**src/common/ism_pkg.sv**
```systemverilog
// Constants, types and carriers shared by the serial-target and mode-control core.
// Assumes a single 100 MHz system clock; register indices are 8-bit I2C register addresses.
package ism_pkg;

  ////////////////////////////////////////////////////////////////////////////
  // Bus addresses and register map
  localparam logic [6:0] ADDR_SEL_LOW = 7'h2c;
  localparam logic [6:0] ADDR_SEL_HIGH = 7'h2d;
  localparam logic [7:0] CTRL_REG_IDX = 8'h01;
  localparam logic [7:0] SLEEP_REG_IDX = 8'h02;
  localparam logic [7:0] SOFT_RST_IDX = 8'h7f;
  localparam logic [15:0] SOFT_RESET_KEY = 16'h55aa;
  localparam logic [15:0] REG_RST_VAL = 16'h0000;

  // Field positions in the global control register
  localparam int unsigned LED_ENABLE_POS = 0;
  localparam int unsigned SENSE_ENABLE_POS = 1;
  localparam int unsigned NUM_CH = 6;

  ////////////////////////////////////////////////////////////////////////////
  // Timing
  localparam int unsigned CLK_PERIOD_NS = 10;
  localparam int unsigned OSC_START_NS = 5000;
  // Least time: round up to whole cycles
  localparam int unsigned OSC_START_CYC = (OSC_START_NS + CLK_PERIOD_NS - 1) / CLK_PERIOD_NS;
  localparam logic [3:0] BYTE_BITS = 4'h8;

  ////////////////////////////////////////////////////////////////////////////
  // Types
  typedef enum logic [1:0] {
    ISM_MODE_SHUTDOWN = 2'b00,
    ISM_MODE_STANDBY  = 2'b01,
    ISM_MODE_ACTIVE   = 2'b10
  } ism_mode_t;

  typedef enum logic [3:0] {
    ISM_ST_IDLE  = 4'b0000,
    ISM_ST_ADDR  = 4'b0001,
    ISM_ST_INDEX = 4'b0010,
    ISM_ST_DHI   = 4'b0011,
    ISM_ST_DLO   = 4'b0100,
    ISM_ST_ACK   = 4'b0101,
    ISM_ST_SEND  = 4'b0110,
    ISM_ST_MACK  = 4'b0111,
    ISM_ST_WAIT  = 4'b1000
  } ism_state_t;

  typedef struct packed {
    ism_mode_t mode;
    logic osc_en;
    logic osc_ready;
    logic sense_rst;
    logic led_rst;
    logic [NUM_CH-1:0] ch_en;
  } ism_ctrl_t;

endpackage : ism_pkg

```
**src/core/ism_core.sv**
```systemverilog
// I2C register-access target with work-mode, oscillator and channel-enable control.
// Assumes SCL, SDA, address-select and power-down pins are asynchronous to clk_i and
// that SDA is resolved as open-drain outside (sda_oe_o high pulls the line low).
`timescale 1ns/1ps

// Notes on behaviour
// - Address 0x2C select low, 0x2D high.
// - Target only, fast mode up to 400kHz.
// - Acknowledge address byte only on match.
// - Write data upper byte first, then lower.
// - Bytes eight bits, MSB first, then ack.
// - SDA change during SCL high aborts transfer.
// - Read returns upper byte, then lower byte.
// - Master ack on lower byte increments index.
// - Master nack: release data, await stop.
// - Power-down low holds shutdown, all inactive.
// - Power-down rising edge resets registers, standby.
// - Standby: functions off, serial port works.
// - Either enable bit set enters active.
// - Writing 0x55AA to soft reset resets registers.
// - Oscillator runs with either enable, 5us start.
// - Sense enable low holds touch in reset.
// - Channel sleep bit one powers channel off.
// - Control 0x01 LED, 0x02 touch, 0x03 both.
module ism_core #(
  parameter int unsigned REG_COUNT = 16
) (
  input wire logic clk_i,
  input wire logic rst_i,
  input wire logic scl_i,
  input wire logic sda_i,
  output logic sda_o,
  output logic sda_oe_o,
  input wire logic addr_sel_i,
  input wire logic power_down_n_pin_i,
  output ism_pkg::ism_ctrl_t ctrl_o
);

  localparam int unsigned AW = (REG_COUNT > 1) ? $clog2(REG_COUNT) : 1;

  if (REG_COUNT < 3 || REG_COUNT > 127) begin : g_bad_count
    $error("REG_COUNT must hold the control registers and stay below the reset index");
  end

  function automatic logic in_map(input logic [7:0] idx);
    in_map = (32'(idx) < REG_COUNT);
  endfunction : in_map

  ////////////////////////////////////////////////////////////////////////////
  // Pin synchronisers; stage one is read only by stage two
  logic [1:0] scl_sync_q;
  logic [1:0] sda_sync_q;
  logic [1:0] asel_sync_q;
  logic [1:0] pwr_sync_q;
  logic scl_prev_q;
  logic sda_prev_q;
  logic pwr_prev_q;

  always_ff @(posedge clk_i or posedge rst_i)
  begin
    if (rst_i)
    begin
      scl_sync_q <= 2'h3;
      sda_sync_q <= 2'h3;
      asel_sync_q <= 2'h0;
      pwr_sync_q <= 2'h0;
      scl_prev_q <= 1'b1;
      sda_prev_q <= 1'b1;
      pwr_prev_q <= 1'b0;
    end
    else
    begin
      scl_sync_q <= {scl_sync_q[0], scl_i};
      sda_sync_q <= {sda_sync_q[0], sda_i};
      asel_sync_q <= {asel_sync_q[0], addr_sel_i};
      pwr_sync_q <= {pwr_sync_q[0], power_down_n_pin_i};
      scl_prev_q <= scl_sync_q[1];
      sda_prev_q <= sda_sync_q[1];
      pwr_prev_q <= pwr_sync_q[1];
    end
  end

  logic scl_s;
  logic sda_s;
  logic pwr_s;
  logic scl_rise;
  logic scl_fall;
  logic start_det;
  logic stop_det;
  logic por_pulse;
  logic [6:0] own_addr;

  assign scl_s = scl_sync_q[1];
  assign sda_s = sda_sync_q[1];
  assign pwr_s = pwr_sync_q[1];
  assign scl_rise = scl_s & ~scl_prev_q;
  assign scl_fall = ~scl_s & scl_prev_q;
  // Any SDA edge with SCL high is a start or stop and ends what was in progress
  assign start_det = scl_s & scl_prev_q & sda_prev_q & ~sda_s;
  assign stop_det = scl_s & scl_prev_q & ~sda_prev_q & sda_s;
  assign por_pulse = pwr_s & ~pwr_prev_q;
  // Floating pin reads low thanks to the internal pull-down
  assign own_addr = asel_sync_q[1] ? ism_pkg::ADDR_SEL_HIGH : ism_pkg::ADDR_SEL_LOW;

  ////////////////////////////////////////////////////////////////////////////
  // Register file
  logic [15:0] regs_q [REG_COUNT];
  logic wr_q;
  logic [7:0] wr_idx_q;
  logic [15:0] wr_data_q;
  logic soft_rst;
  logic clear_regs;

  assign soft_rst = wr_q & (wr_idx_q == ism_pkg::SOFT_RST_IDX) & (wr_data_q == ism_pkg::SOFT_RESET_KEY);
  assign clear_regs = ~pwr_s | por_pulse | soft_rst;

  always_ff @(posedge clk_i or posedge rst_i)
  begin
    if (rst_i)
    begin
      for (int i = 0; i < REG_COUNT; i++)
      begin
        regs_q[i] <= ism_pkg::REG_RST_VAL;
      end
    end
    else if (clear_regs)
    begin
      for (int i = 0; i < REG_COUNT; i++)
      begin
        regs_q[i] <= ism_pkg::REG_RST_VAL;
      end
    end
    else if (wr_q && in_map(wr_idx_q))
    begin
      // Writable in standby as well as active
      regs_q[wr_idx_q[AW-1:0]] <= wr_data_q;
    end
  end

  ////////////////////////////////////////////////////////////////////////////
  // Serial target, sampled from the system clock so it never needs the gated oscillator
  ism_pkg::ism_state_t state_q;
  ism_pkg::ism_state_t after_ack_q;
  logic [3:0] bit_cnt_q;
  logic [7:0] rx_q;
  logic [7:0] idx_q;
  logic [7:0] data_hi_q;
  logic [7:0] tx_q;
  logic lo_sent_q;
  logic master_ack_q;
  logic sda_oe_q;
  logic [15:0] cur_word;
  logic [15:0] nxt_word;
  logic [7:0] idx_inc;

  assign idx_inc = idx_q + 8'h01;
  // Unmapped indices read as zero
  assign cur_word = in_map(idx_q) ? regs_q[idx_q[AW-1:0]] : 16'h0000;
  assign nxt_word = in_map(idx_inc) ? regs_q[idx_inc[AW-1:0]] : 16'h0000;

  always_ff @(posedge clk_i or posedge rst_i)
  begin
    if (rst_i)
    begin
      state_q <= ism_pkg::ISM_ST_IDLE;
      after_ack_q <= ism_pkg::ISM_ST_IDLE;
      bit_cnt_q <= 4'h0;
      rx_q <= 8'h00;
      idx_q <= 8'h00;
      data_hi_q <= 8'h00;
      tx_q <= 8'h00;
      lo_sent_q <= 1'b0;
      master_ack_q <= 1'b0;
      sda_oe_q <= 1'b0;
      wr_q <= 1'b0;
      wr_idx_q <= 8'h00;
      wr_data_q <= 16'h0000;
    end
    else
    begin
      wr_q <= 1'b0;
      if (!pwr_s)
      begin
        // Port dead in shutdown
        state_q <= ism_pkg::ISM_ST_IDLE;
        sda_oe_q <= 1'b0;
        idx_q <= 8'h00;
      end
      else if (start_det)
      begin
        // Start or repeated start; an unfinished write is dropped
        state_q <= ism_pkg::ISM_ST_ADDR;
        bit_cnt_q <= 4'h0;
        sda_oe_q <= 1'b0;
      end
      else if (stop_det)
      begin
        state_q <= ism_pkg::ISM_ST_IDLE;
        sda_oe_q <= 1'b0;
      end
      else if (scl_rise)
      begin
        if (state_q == ism_pkg::ISM_ST_MACK)
        begin
          master_ack_q <= ~sda_s;
        end
        else if (bit_cnt_q != ism_pkg::BYTE_BITS)
        begin
          rx_q <= {rx_q[6:0], sda_s};
          bit_cnt_q <= bit_cnt_q + 4'h1;
        end
      end
      else if (scl_fall)
      begin
        case (state_q)
          ism_pkg::ISM_ST_ADDR:
          begin
            if (bit_cnt_q == ism_pkg::BYTE_BITS)
            begin
              if (rx_q[7:1] == own_addr)
              begin
                sda_oe_q <= 1'b1;
                state_q <= ism_pkg::ISM_ST_ACK;
                after_ack_q <= rx_q[0] ? ism_pkg::ISM_ST_SEND : ism_pkg::ISM_ST_INDEX;
              end
              else
              begin
                state_q <= ism_pkg::ISM_ST_IDLE;
              end
            end
          end
          ism_pkg::ISM_ST_INDEX:
          begin
            if (bit_cnt_q == ism_pkg::BYTE_BITS)
            begin
              idx_q <= rx_q;
              sda_oe_q <= 1'b1;
              state_q <= ism_pkg::ISM_ST_ACK;
              after_ack_q <= ism_pkg::ISM_ST_DHI;
            end
          end
          ism_pkg::ISM_ST_DHI:
          begin
            if (bit_cnt_q == ism_pkg::BYTE_BITS)
            begin
              data_hi_q <= rx_q;
              sda_oe_q <= 1'b1;
              state_q <= ism_pkg::ISM_ST_ACK;
              after_ack_q <= ism_pkg::ISM_ST_DLO;
            end
          end
          ism_pkg::ISM_ST_DLO:
          begin
            if (bit_cnt_q == ism_pkg::BYTE_BITS)
            begin
              sda_oe_q <= 1'b1;
              state_q <= ism_pkg::ISM_ST_ACK;
              after_ack_q <= ism_pkg::ISM_ST_WAIT;
              wr_idx_q <= idx_q;
              wr_data_q <= {data_hi_q, rx_q};
            end
          end
          ism_pkg::ISM_ST_ACK:
          begin
            bit_cnt_q <= 4'h0;
            state_q <= after_ack_q;
            if (after_ack_q == ism_pkg::ISM_ST_SEND)
            begin
              tx_q <= cur_word[15:8];
              sda_oe_q <= ~cur_word[15];
              lo_sent_q <= 1'b0;
            end
            else
            begin
              sda_oe_q <= 1'b0;
            end
            // Commit once the lower byte's ack slot is over
            if (after_ack_q == ism_pkg::ISM_ST_WAIT)
            begin
              wr_q <= 1'b1;
            end
          end
          ism_pkg::ISM_ST_SEND:
          begin
            if (bit_cnt_q == ism_pkg::BYTE_BITS)
            begin
              sda_oe_q <= 1'b0;
              state_q <= ism_pkg::ISM_ST_MACK;
            end
            else
            begin
              tx_q <= {tx_q[6:0], 1'b0};
              sda_oe_q <= ~tx_q[6];
            end
          end
          ism_pkg::ISM_ST_MACK:
          begin
            bit_cnt_q <= 4'h0;
            if (!master_ack_q)
            begin
              state_q <= ism_pkg::ISM_ST_WAIT;
            end
            else if (!lo_sent_q)
            begin
              state_q <= ism_pkg::ISM_ST_SEND;
              tx_q <= cur_word[7:0];
              sda_oe_q <= ~cur_word[7];
              lo_sent_q <= 1'b1;
            end
            else
            begin
              state_q <= ism_pkg::ISM_ST_SEND;
              idx_q <= idx_inc;
              tx_q <= nxt_word[15:8];
              sda_oe_q <= ~nxt_word[15];
              lo_sent_q <= 1'b0;
            end
          end
          default:
          begin
            sda_oe_q <= 1'b0;
          end
        endcase
      end
    end
  end

  // Open-drain: only ever pulls low; never drives SCL
  assign sda_o = 1'b0;
  assign sda_oe_o = sda_oe_q;

  ////////////////////////////////////////////////////////////////////////////
  // Work mode, oscillator gating and channel enables
  logic [15:0] glb_ctrl;
  logic [15:0] ch_sleep;
  logic any_en;
  logic [15:0] osc_cnt_q;
  ism_pkg::ism_ctrl_t ctrl_d;
  ism_pkg::ism_ctrl_t ctrl_q;

  assign glb_ctrl = regs_q[ism_pkg::CTRL_REG_IDX[AW-1:0]];
  assign ch_sleep = regs_q[ism_pkg::SLEEP_REG_IDX[AW-1:0]];
  assign any_en = pwr_s & (glb_ctrl[ism_pkg::LED_ENABLE_POS] | glb_ctrl[ism_pkg::SENSE_ENABLE_POS]);

  // Start-up wait restarts whenever the oscillator is gated off
  always_ff @(posedge clk_i or posedge rst_i)
  begin
    if (rst_i)
    begin
      osc_cnt_q <= 16'h0000;
    end
    else if (!any_en)
    begin
      osc_cnt_q <= 16'h0000;
    end
    else if (32'(osc_cnt_q) < ism_pkg::OSC_START_CYC)
    begin
      osc_cnt_q <= osc_cnt_q + 16'h0001;
    end
  end

  always_comb
  begin
    ctrl_d.osc_en = any_en;
    ctrl_d.osc_ready = any_en & (32'(osc_cnt_q) >= ism_pkg::OSC_START_CYC);
    ctrl_d.sense_rst = ~(pwr_s & glb_ctrl[ism_pkg::SENSE_ENABLE_POS]);
    ctrl_d.led_rst = ~(pwr_s & glb_ctrl[ism_pkg::LED_ENABLE_POS]);
    for (int i = 0; i < ism_pkg::NUM_CH; i++)
    begin
      ctrl_d.ch_en[i] = ~ctrl_d.sense_rst & ~ch_sleep[i];
    end
    if (!pwr_s)
    begin
      ctrl_d.mode = ism_pkg::ISM_MODE_SHUTDOWN;
    end
    else if (any_en)
    begin
      ctrl_d.mode = ism_pkg::ISM_MODE_ACTIVE;
    end
    else
    begin
      ctrl_d.mode = ism_pkg::ISM_MODE_STANDBY;
    end
  end

  always_ff @(posedge clk_i or posedge rst_i)
  begin
    if (rst_i)
    begin
      ctrl_q <= '{mode: ism_pkg::ISM_MODE_SHUTDOWN, osc_en: 1'b0, osc_ready: 1'b0,
                  sense_rst: 1'b1, led_rst: 1'b1, ch_en: '0};
    end
    else
    begin
      ctrl_q <= ctrl_d;
    end
  end

  assign ctrl_o = ctrl_q;

endmodule : ism_core

```
**config.mk**
```make
export PLATFORM = sky130hd
export DESIGN_NAME = ism_core
export DESIGN_NICKNAME = d
export VERILOG_FILES = /design/src/common/ism_pkg.sv /design/src/core/ism_core.sv
export SDC_FILE = /design/constraint.sdc
export NUM_CORES = 1
export LEC_CHECK = 0
export BUFFER_PORTS_ARGS = -buffer_cell sky130_fd_sc_hd__buf_2
export CAP_MARGIN = 20
export CORE_UTILIZATION = 45
export CTS_CLUSTER_SIZE = 25
export DETAILED_ROUTE_END_ITERATION = 10
export PLACE_DENSITY = 0.66
export SLEW_MARGIN = 20
export SYNTH_ARGS = -nofsm -noshare
export SYNTH_HDL_FRONTEND = slang
export SYNTH_SLANG_ARGS = --single-unit
```
**constraint.sdc**
```tcl
create_clock -name clk_i -period 9.84 [get_ports clk_i]
set_input_delay 0.492 -clock clk_i [delete_from_list [all_inputs] [get_ports clk_i]]
set_output_delay 0.492 -clock clk_i [all_outputs]
set_load 0.01 [all_outputs]
```
-- Word level (Yosys, flattened, before mapping)
Cells that the tools add are included.
- bits in registers: 366
- input bits: 6
- output and inout bits: 14
- logic and storage cells: 247
- add/subtract/negate cells: 3
- magnitude comparators: 9
- eq/ne operators: 42
- mux-type cells: 81
- bitwise logic cells: 48
- reductions and logical operators: 21
- operator list (kind ; number):
    $mux 256 ; 2
    $bwmux 256 ; 1
    $mux 16 ; 9
    $bmux 16 s4 ; 2
    $mux 4 ; 21
    $demux 16 s4 ; 1
    $mux 8 ; 8
    $mux 7 ; 4
    $lt 8x5->1 const B ; 3
    $ne 2x2->1 const B ; 12
    $reduce_and 6->1 ; 4
    $mux 1 ; 23
    $not 1->1 ; 22
    $pmux 7 s3 ; 1
    $and 1x1->1 ; 20
    $eq 4x3->1 const B ; 5
    $ne 5x5->1 const B ; 4
    $pmux 4 s5 ; 1
    $add 16x1->16 const B ; 1
    $eq 16x15->1 const B ; 1
    $ge 16x9->1 const B ; 1
    $lt 16x9->1 const B ; 1
    $pmux 4 s4 ; 1
    $pmux 8 s2 ; 1
    34 further kinds ; 55

-- Longest topological paths before layout
Gate-level depths: netlist of the first run.
- depth in word-level cells: 15
- mapped depth: 9
- mapped depth without buffers: 8

-- Least setup slack after synthesis of the first run
No wires, ideal clock.
- kind: reg2reg
- from: register scl_prev_q
- to: register wr_data_q[0]
- setup time: 125 ps
- arrival: 2344 ps
- data required time: 9715 ps
- setup slack: 7372 ps
- stages on the path, launching flop included: 9
- path buffers: 1
- period minus slack after synthesis: 2468 ps
- cells stage by stage: dfstp_2 -> inv_1 -> ha_1 -> nor2b_1 -> nand3_1 -> or2_1 -> nor4_4 -> buf_4 -> mux2_2
- longest elaborated chain between the ends: 5
- elaborated cells on any way between the ends: 12
- those cells by class: bitwise: 11; reduce/logical: 1
- ends and longest elaborated chain (element ; line ; text):
    from (decl) ; ism_core.sv:55 ; logic scl_prev_q;
    from (signal assigned) ; ism_core.sv:77 ; scl_prev_q <= scl_sync_q[1];
    $and 1x1->1 ; ism_core.sv:99, ism_core.sv:100 ;
    $and 1x1->1, on equally long branches (2 in a row) ; ism_core.sv:100, ism_core.sv:99 ;
    $not 1->1 (no source line) ; n/a ;
    $reduce_and 7->1 (no source line) (*) ; n/a ;
    to (signal assigned) ; ism_core.sv:260 ; wr_data_q <= {data_hi_q, rx_q};
    to (decl) ; ism_core.sv:110 ; logic [15:0] wr_data_q;
Mark *: on every way between the ends. The rest lies on a longest branch, timed or not.
A chain may end at the register's enable or synchronous reset.

-- Final worst setup path of the first run
- from: register wr_data_q[3]
- to: register regs_q[89] (netlist name)
- longest elaborated chain between the ends: 4
- elaborated cells on any way between the ends: 5
- those cells by class: eq/ne: 1; mux: 1; bitwise: 2; reduce/logical: 1
- ends and longest elaborated chain (element ; line ; text):
    $eq 16x15->1 (*) ; ism_core.sv:114 ; assign soft_rst = wr_q & (wr_idx_q == ism_pkg::SOFT_RST_IDX) & (wr_data_q == ism_pkg::SOFT_RESET_KEY);
    $and 1x1->1 (*) ; ism_core.sv:114 ;
    $or 1x1->1 (*) ; ism_core.sv:115 ; assign clear_regs = ~pwr_s | por_pulse | soft_rst;
    $mux 256 / $reduce_bool 2->1 (equally long branches) ; n/a ;
    to (signal, indexed assignment) ; ism_core.sv:123 ; regs_q[i] <= ism_pkg::REG_RST_VAL;
    to (signal, indexed assignment) ; ism_core.sv:130 ; regs_q[i] <= ism_pkg::REG_RST_VAL;
    to (signal, indexed assignment) ; ism_core.sv:136 ; regs_q[wr_idx_q[AW-1:0]] <= wr_data_q;
    to (decl) ; ism_core.sv:107 ; logic [15:0] regs_q [REG_COUNT];
Marks and branches as above.

==> flow_summary.json, run 1 <==
{
  "status": "complete, no violations",
  "ys.flop_type": "dfrtp_1",
  "postSynthNetCount": 1663,
  "finalWeightedCongestion": 0.836,
  "fin_setup_tns_ns": 0,
  "detail_route.first_pass.iterations": 5,
  "layout-drive-gt1-share": 0.168,
  "worst_r2r_path_depth": 7,
  "antenna_found_initial": 1,
  "postCtsSetupBuffers": 0,
  "grt_usage": 0.238,
  "syn_inst": 1649,
  "synth_xor_area_frac": 0.00609,
  "viasPerCell": 5.97,
  "cts_resized": 0,
  "worst_slew_pin_slew_ns": 1.12,
  "yosysSeqAreaShare": 0.489,
  "synth-edff-count": 0,
  "timing.fmax_ghz": 0.301,
  "htreeDepth": 2,
  "rows": 74,
  "synthSimpleGateAreaFrac": 0.124,
  "cp-startpoint": "wr_data_q[3]",
  "crit_fanout": 92,
  "yosys_warnings": 0,
  "yosysTopAreaCellShare": 0.478,
  "cts-root-buf": "clkbuf_16",
  "netlist_area_um2": 18700,
  "cp.required_ns": 10.24,
  "finalCritPeriodShare": 0.337,
  "post_drt_wl_per_cell_um": 22.6,
  "initial_core_util": 0.457,
  "synthToLayoutAreaGrowth_pct": 9.29,
  "drtAntennaViolNets": 0,
  "synthMuxAreaShare": 0.284,
  "clockBufferDepth": 3,
  "port_buffers": 18,
  "grt_first_pass_wirelength_mm": 76.9,
  "crit_path_end": "regs_q[89]",
  "cts_tree": "done",
  "grt_max_degree": 166,
  "drc": 0,
  "maxCapViolCount": 0,
  "p_int_mw": 2.42,
  "netSwitchingFraction": 0.233,
  "finalInstanceArea_um2": 20400,
  "dp_hpwl_mm": 30.1,
  "worstPathArrival_ns": 3.72,
  "reg2reg_from": "wr_data_q[3]",
  "critical_path.endpoint_type": "flip-flop",
  "crit_type": "reg2reg",
  "finalHoldViolations": 0,
  "multi_input_area_um2": 8940,
  "p_switching_mw": 0.735,
  "regArea_um2": 9150,
  "placed_cell_area_um2": 19100,
  "antenna_cells": 0,
  "ys_types": 67,
  "postSynthAreaPerCell_um2": 11.3,
  "vdd_drop_max_mv": 0.105,
  "async_flop_share": 1.00,
  "ys_ff_latch": 365,
  "nets": 1621,
  "slew_violations": 0,
  "fin_crit_ns": 3.32,
  "relSlewSlack": 0.252,
  "wl_mm": 49.0,
  "p_leak_nw": 8.52,
  "cts_buffers": 41,
  "drt_iter0_markers": 1367,
  "finalSetupViolCount": 0,
  "die-area_um2": 42400,
  "cts.sink_count": 365,
  "clk-insertion-delay-late_ns": 0.59,
  "synth_adder_area_share": 0.00535,
  "p_seq_frac": 0.497,
  "p_clk_frac": 0.475,
  "hold_buffers": 0,
  "fill_cells": 3610,
  "synth_top_family_by_area": "multiplexers",
  "ios": 20,
  "rsz0062_at_grt": "no",
  "synth_compound_area_frac": 0.0561,
  "overflow": 0,
  "rr_endpoint": "regs_q[89]",
  "p_comb_frac": 0.029,
  "r2r_slack_ns": 6.52,
  "synth_area_leaders": "dfrtp_1, mux2i_1, mux4_2, nor2_1, mux2_2",
  "hold_class": "in2reg",
  "grt_pass1_vias": 12900,
  "crit_path_start_kind": "flip-flop",
  "coreArea_um2": 40900,
  "final_cell_mix": "dfrtp_1, nor2_1, mux2i_1",
  "die_x_um": 206,
  "vias": 12900,
  "clk_pin_slew_ns": 0.06,
  "layout_commonest_cell": "dfrtp_1",
  "worst_slack_ns": 6.52,
  "synth_top_area_cell": "dfrtp_1",
  "fin_skew_ns": 0.0386,
  "die_h_um": 206,
  "pre_cts_slack_ns": 6.38,
  "power_density_nw_per_um2": 154
}
-- state kept, by name, indices dropped and copies added, names as in the netlist, 7 cells and up --
| name | flops |
|---|---|
| ch_sleep | 16 |
| ctrl_o | 11 |
| data_hi_q | 8 |
| glb_ctrl | 16 |
| idx_q | 8 |
| osc_cnt_q | 16 |
| regs_q | 224 |
| rx_q | 8 |
| tx_q | 7 |
| wr_data_q | 16 |
| wr_idx_q | 8 |
-- cells by family after synthesis --
| logic type | count (synthesis) |
|---|---|
| fa+ha+maj | 8 |
| xor+xnor | 13 |
| mux | 438 |
| simple gates | 516 |
| buf+inv | 149 |
| other cells | 1 |
| flops | 365 |
| compound gates | 159 |
-- per-stage QoR --
| step | cells | total power, mW | hold slack (ns) | utilization |
|---|---|---|---|---|
| detailed placement | 2096 | 1.68 | 0.345 | 0.468 |
| finish | 2167 | 3.15 | 0.0253 | 0.500 |
| global route | 2167 | 3.25 | 0.00664 | 0.500 |
| global placement | 2095 | 1.68 | 0.332 | 0.468 |
| CTS | 2167 | 3.18 | 0.00478 | 0.499 |
| floorplan | 1649 | 1.64 | 0.331 | - |
-- routing by layer --
| layer | vias up | part of all wire | GRT usage |
|---|---|---|---|
| met5 | - | 0.00018 | 0 |
| met4 | 2 | 0.028 | 0.0741 |
| met3 | 101 | 0.066 | 0.0468 |
| met2 | 425 | 0.47 | 0.373 |
| met1 | 6668 | 0.44 | 0.332 |
| li1 | 5751 | - | - |
-- power by group through the flow --
stage          sequential (mW)  clock (mW)  combinational, mW
2_1_floorplan             1.57           0             0.0718
3_3_place_gp              1.59           0             0.0903
3_5_place_dp              1.59           0             0.0923
4_1_cts                   1.56        1.53             0.0928
5_1_grt                   1.57        1.58              0.103
6_report                  1.57        1.50             0.0902
-- critical path: stages (launching register included) --
cell and delay (ns):
dfrtp_1 0.70, nor4bb_1 0.36, nand4_1 0.14, nor3_1 0.22, nand4_1 0.16, nand3_4 0.54
buf_4 0.84, nor2_1 0.12
-- Yosys cell counts, drive strengths merged, types with 7 or more instances --
cell type and number:
dfrtp 357, inv 16, ha 8, nor2b 9, a21oi 58, and2 8, o211ai 7, mux2 59
nand3 23, nor2 319, clkbuf 59, buf 74, xnor2 7, dfstp 8, a211oi 7, nor4 8
o21ai 20, a22oi 26, nand2b 9, nand2 83, mux2i 311, nor3 17, mux4 68, a41oi 8
-- worst min path at each step --
stage	cells after the start	slack, ns	from	to
global placement	0	0.33	pwr_sync_q[0]	pwr_sync_q[1]
CTS	1	0.005	scl_i	scl_sync_q[0]
floorplan	0	0.33	asel_sync_q[0]	asel_sync_q[1]
global route	1	0.007	sda_i	sda_sync_q[0]
finish	1	0.03	scl_i	scl_sync_q[0]
detailed placement	0	0.35	pwr_sync_q[0]	pwr_sync_q[1]
-- area by class of cell --
cell class / instances / share of cell area
sequential: 365 / 0.448
multi-input combinational: 1135 / 0.437
clock buffer: 61 / 0.0568
tap: 532 / 0.0326
timing repair buffer: 48 / 0.0162
clock inverter: 10 / 0.00643
inverter: 16 / 0.00312
(Power assumes the default switching activity.)
==> run 2, diff against run 1 <==
Settings changed: PLACE_DENSITY 0.66 to 0.64.
Clock period 9.84 ns to 3.2 ns, I/O delays scaled along.
==> run 2 against run 1 <==
Sequential share of layout area decreased by 1.1 points. Clock power grew to 3.1 times the previous value. Critical path type unchanged. Worst setup slack worse by 6.1 ns. Die area stayed put.
==> flow_summary.json, run 2 (synthesized netlist as in run 1, its figures left out) <==
{
  "cts_tree": "done",
  "grt_first_pass_wirelength_mm": 76.8,
  "post_drt_wl_per_cell_um": 21.9,
  "drt_iter0_markers": 1142,
  "die_x_um": 206,
  "finalCritPeriodShare": 0.854,
  "maxCapViolCount": 0,
  "dp_hpwl_mm": 31.5,
  "finalInstanceArea_um2": 21000,
  "die_h_um": 206,
  "cp.required_ns": 3.64,
  "hold_class": "in2async",
  "vias": 12900,
  "drtAntennaViolNets": 0,
  "detail_route.first_pass.iterations": 5,
  "ios": 20,
  "cts_resized": 0,
  "timing.fmax_ghz": 0.366,
  "crit_type": "reg2reg",
  "status": "complete, no violations",
  "cts-root-buf": "clkbuf_16",
  "rsz0062_at_grt": "no",
  "top_register": "regs_q",
  "worst_slew_pin_slew_ns": 0.936,
  "drc": 0,
  "relSlewSlack": 0.376,
  "vdd_drop_max_mv": 0.428,
  "fin_skew_ns": 0.0205,
  "finalWeightedCongestion": 0.869,
  "fill_cells": 3560,
  "overflow": 0,
  "final_cell_mix": "dfrtp_1, nor2_1, mux2i_1",
  "dp_cells": 2135,
  "initial_core_util": 0.457,
  "cts_buffers": 41,
  "die-area_um2": 42400,
  "layout-drive-gt1-share": 0.192,
  "antenna_cells": 0,
  "crit_fanout": 25,
  "viasPerCell": 5.81,
  "power_density_nw_per_um2": 465,
  "fin_cells": 2213,
  "port_buffers": 18,
  "grt_max_degree": 90,
  "clk_pin_slew_ns": 0.06,
  "largest_register_ffs": 224,
  "clockBufferDepth": 3,
  "rows": 74,
  "finalSetupViolCount": 0,
  "clk-insertion-delay-late_ns": 0.56,
  "placed_cell_area_um2": 19600,
  "grt_pass1_vias": 13000,
  "antenna_found_initial": 0,
  "crit_path_start_kind": "flip-flop",
  "coreArea_um2": 40900,
  "regArea_um2": 9150,
  "nets": 1666,
  "layout_commonest_cell": "dfrtp_1",
  "grt_usage": 0.237,
  "finalHoldViolations": 0,
  "multi_input_area_um2": 8930,
  "cts.sink_count": 365,
  "htreeDepth": 2,
  "worstPathArrival_ns": 3.17,
  "p_leak_nw": 8.84,
  "r2r_slack_ns": 0.47,
  "synthToLayoutAreaGrowth_pct": 12.2,
  "slew_violations": 0,
  "fin_crit_ns": 2.73,
  "critical_path.endpoint_type": "flip-flop",
  "wl_mm": 48.4
}
run 2: stage by stage:
stage	setup TNS, ns	hold slack [ns]	worst slack [ns]	util	power (mW)
after floorplan	-664.45	0.164	-1.85	-	5.03
after global placement	0	0.264	0.553	0.478	5.17
after detailed placement	0	0.268	0.484	0.478	5.18
after CTS	0	0.222	0.458	0.512	9.88
after global routing	0	0.123	0.254	0.513	10.1
final	0	0.127	0.466	0.513	9.76
run 2: path summary, 6_finish.rpt:
kind / from / depth (start not counted) / endpoint
hold reg to reg: pwr_sync_q[0] / 0 / pwr_sync_q[1]
min in group clk_i: power_down_n_pin_i / 2 / pwr_sync_q[0]
hold / removal: rst_i / 3 / osc_cnt_q[12]
max in group asynchronous: rst_i / 5 / regs_q[49]
setup / recovery: scl_prev_q / 8 / wr_data_q[10]
setup reg to reg: scl_prev_q / 8 / wr_data_q[10]
run 2: final cells by class:
| cell class | instances | area share |
|---|---|---|
| repair buffers | 93 | 0.0395 |
| multi-input cells | 1135 | 0.426 |
| flip-flops and latches | 365 | 0.436 |
| clock buffers | 60 | 0.0591 |
| clock inverters | 12 | 0.00459 |
| inverters | 16 | 0.00304 |
| well taps | 532 | 0.0317 |
run 2: what timing repair did:
item                                    4_1_cts  5_1_grt
hold endpoints to repair                     30        0
buffers inserted                              0        0
endpoints found under the setup margin        0        0
hold buffers                                  5        0
run 2: worst max-delay path, stage by stage (launching register included):
cell and delay [ns]:
dfstp_2 0.54, inv_1 0.04, ha_1 0.25, nor2b_1 0.23, nand3_1 0.21, or2_1 0.35, nor4_4 0.21, buf_4 0.37
mux2_2 0.39
run 2: power breakdown:
part	leakage, nW	internal [mW]	switching (mW)
registers	5.04	4.68	0.109
clock network	0.668	2.76	1.90
logic	3.13	0.103	0.206
total	8.84	7.54	2.21
run 2: layer usage:
layer | part of all wire | track usage | routed length, um
met4 | 0.035 | 0.0924 | 1720
met5 | 0 | 0 | 0
met3 | 0.056 | 0.0440 | 2720
met1 | 0.45 | 0.331 | 21600
met2 | 0.46 | 0.367 | 22400
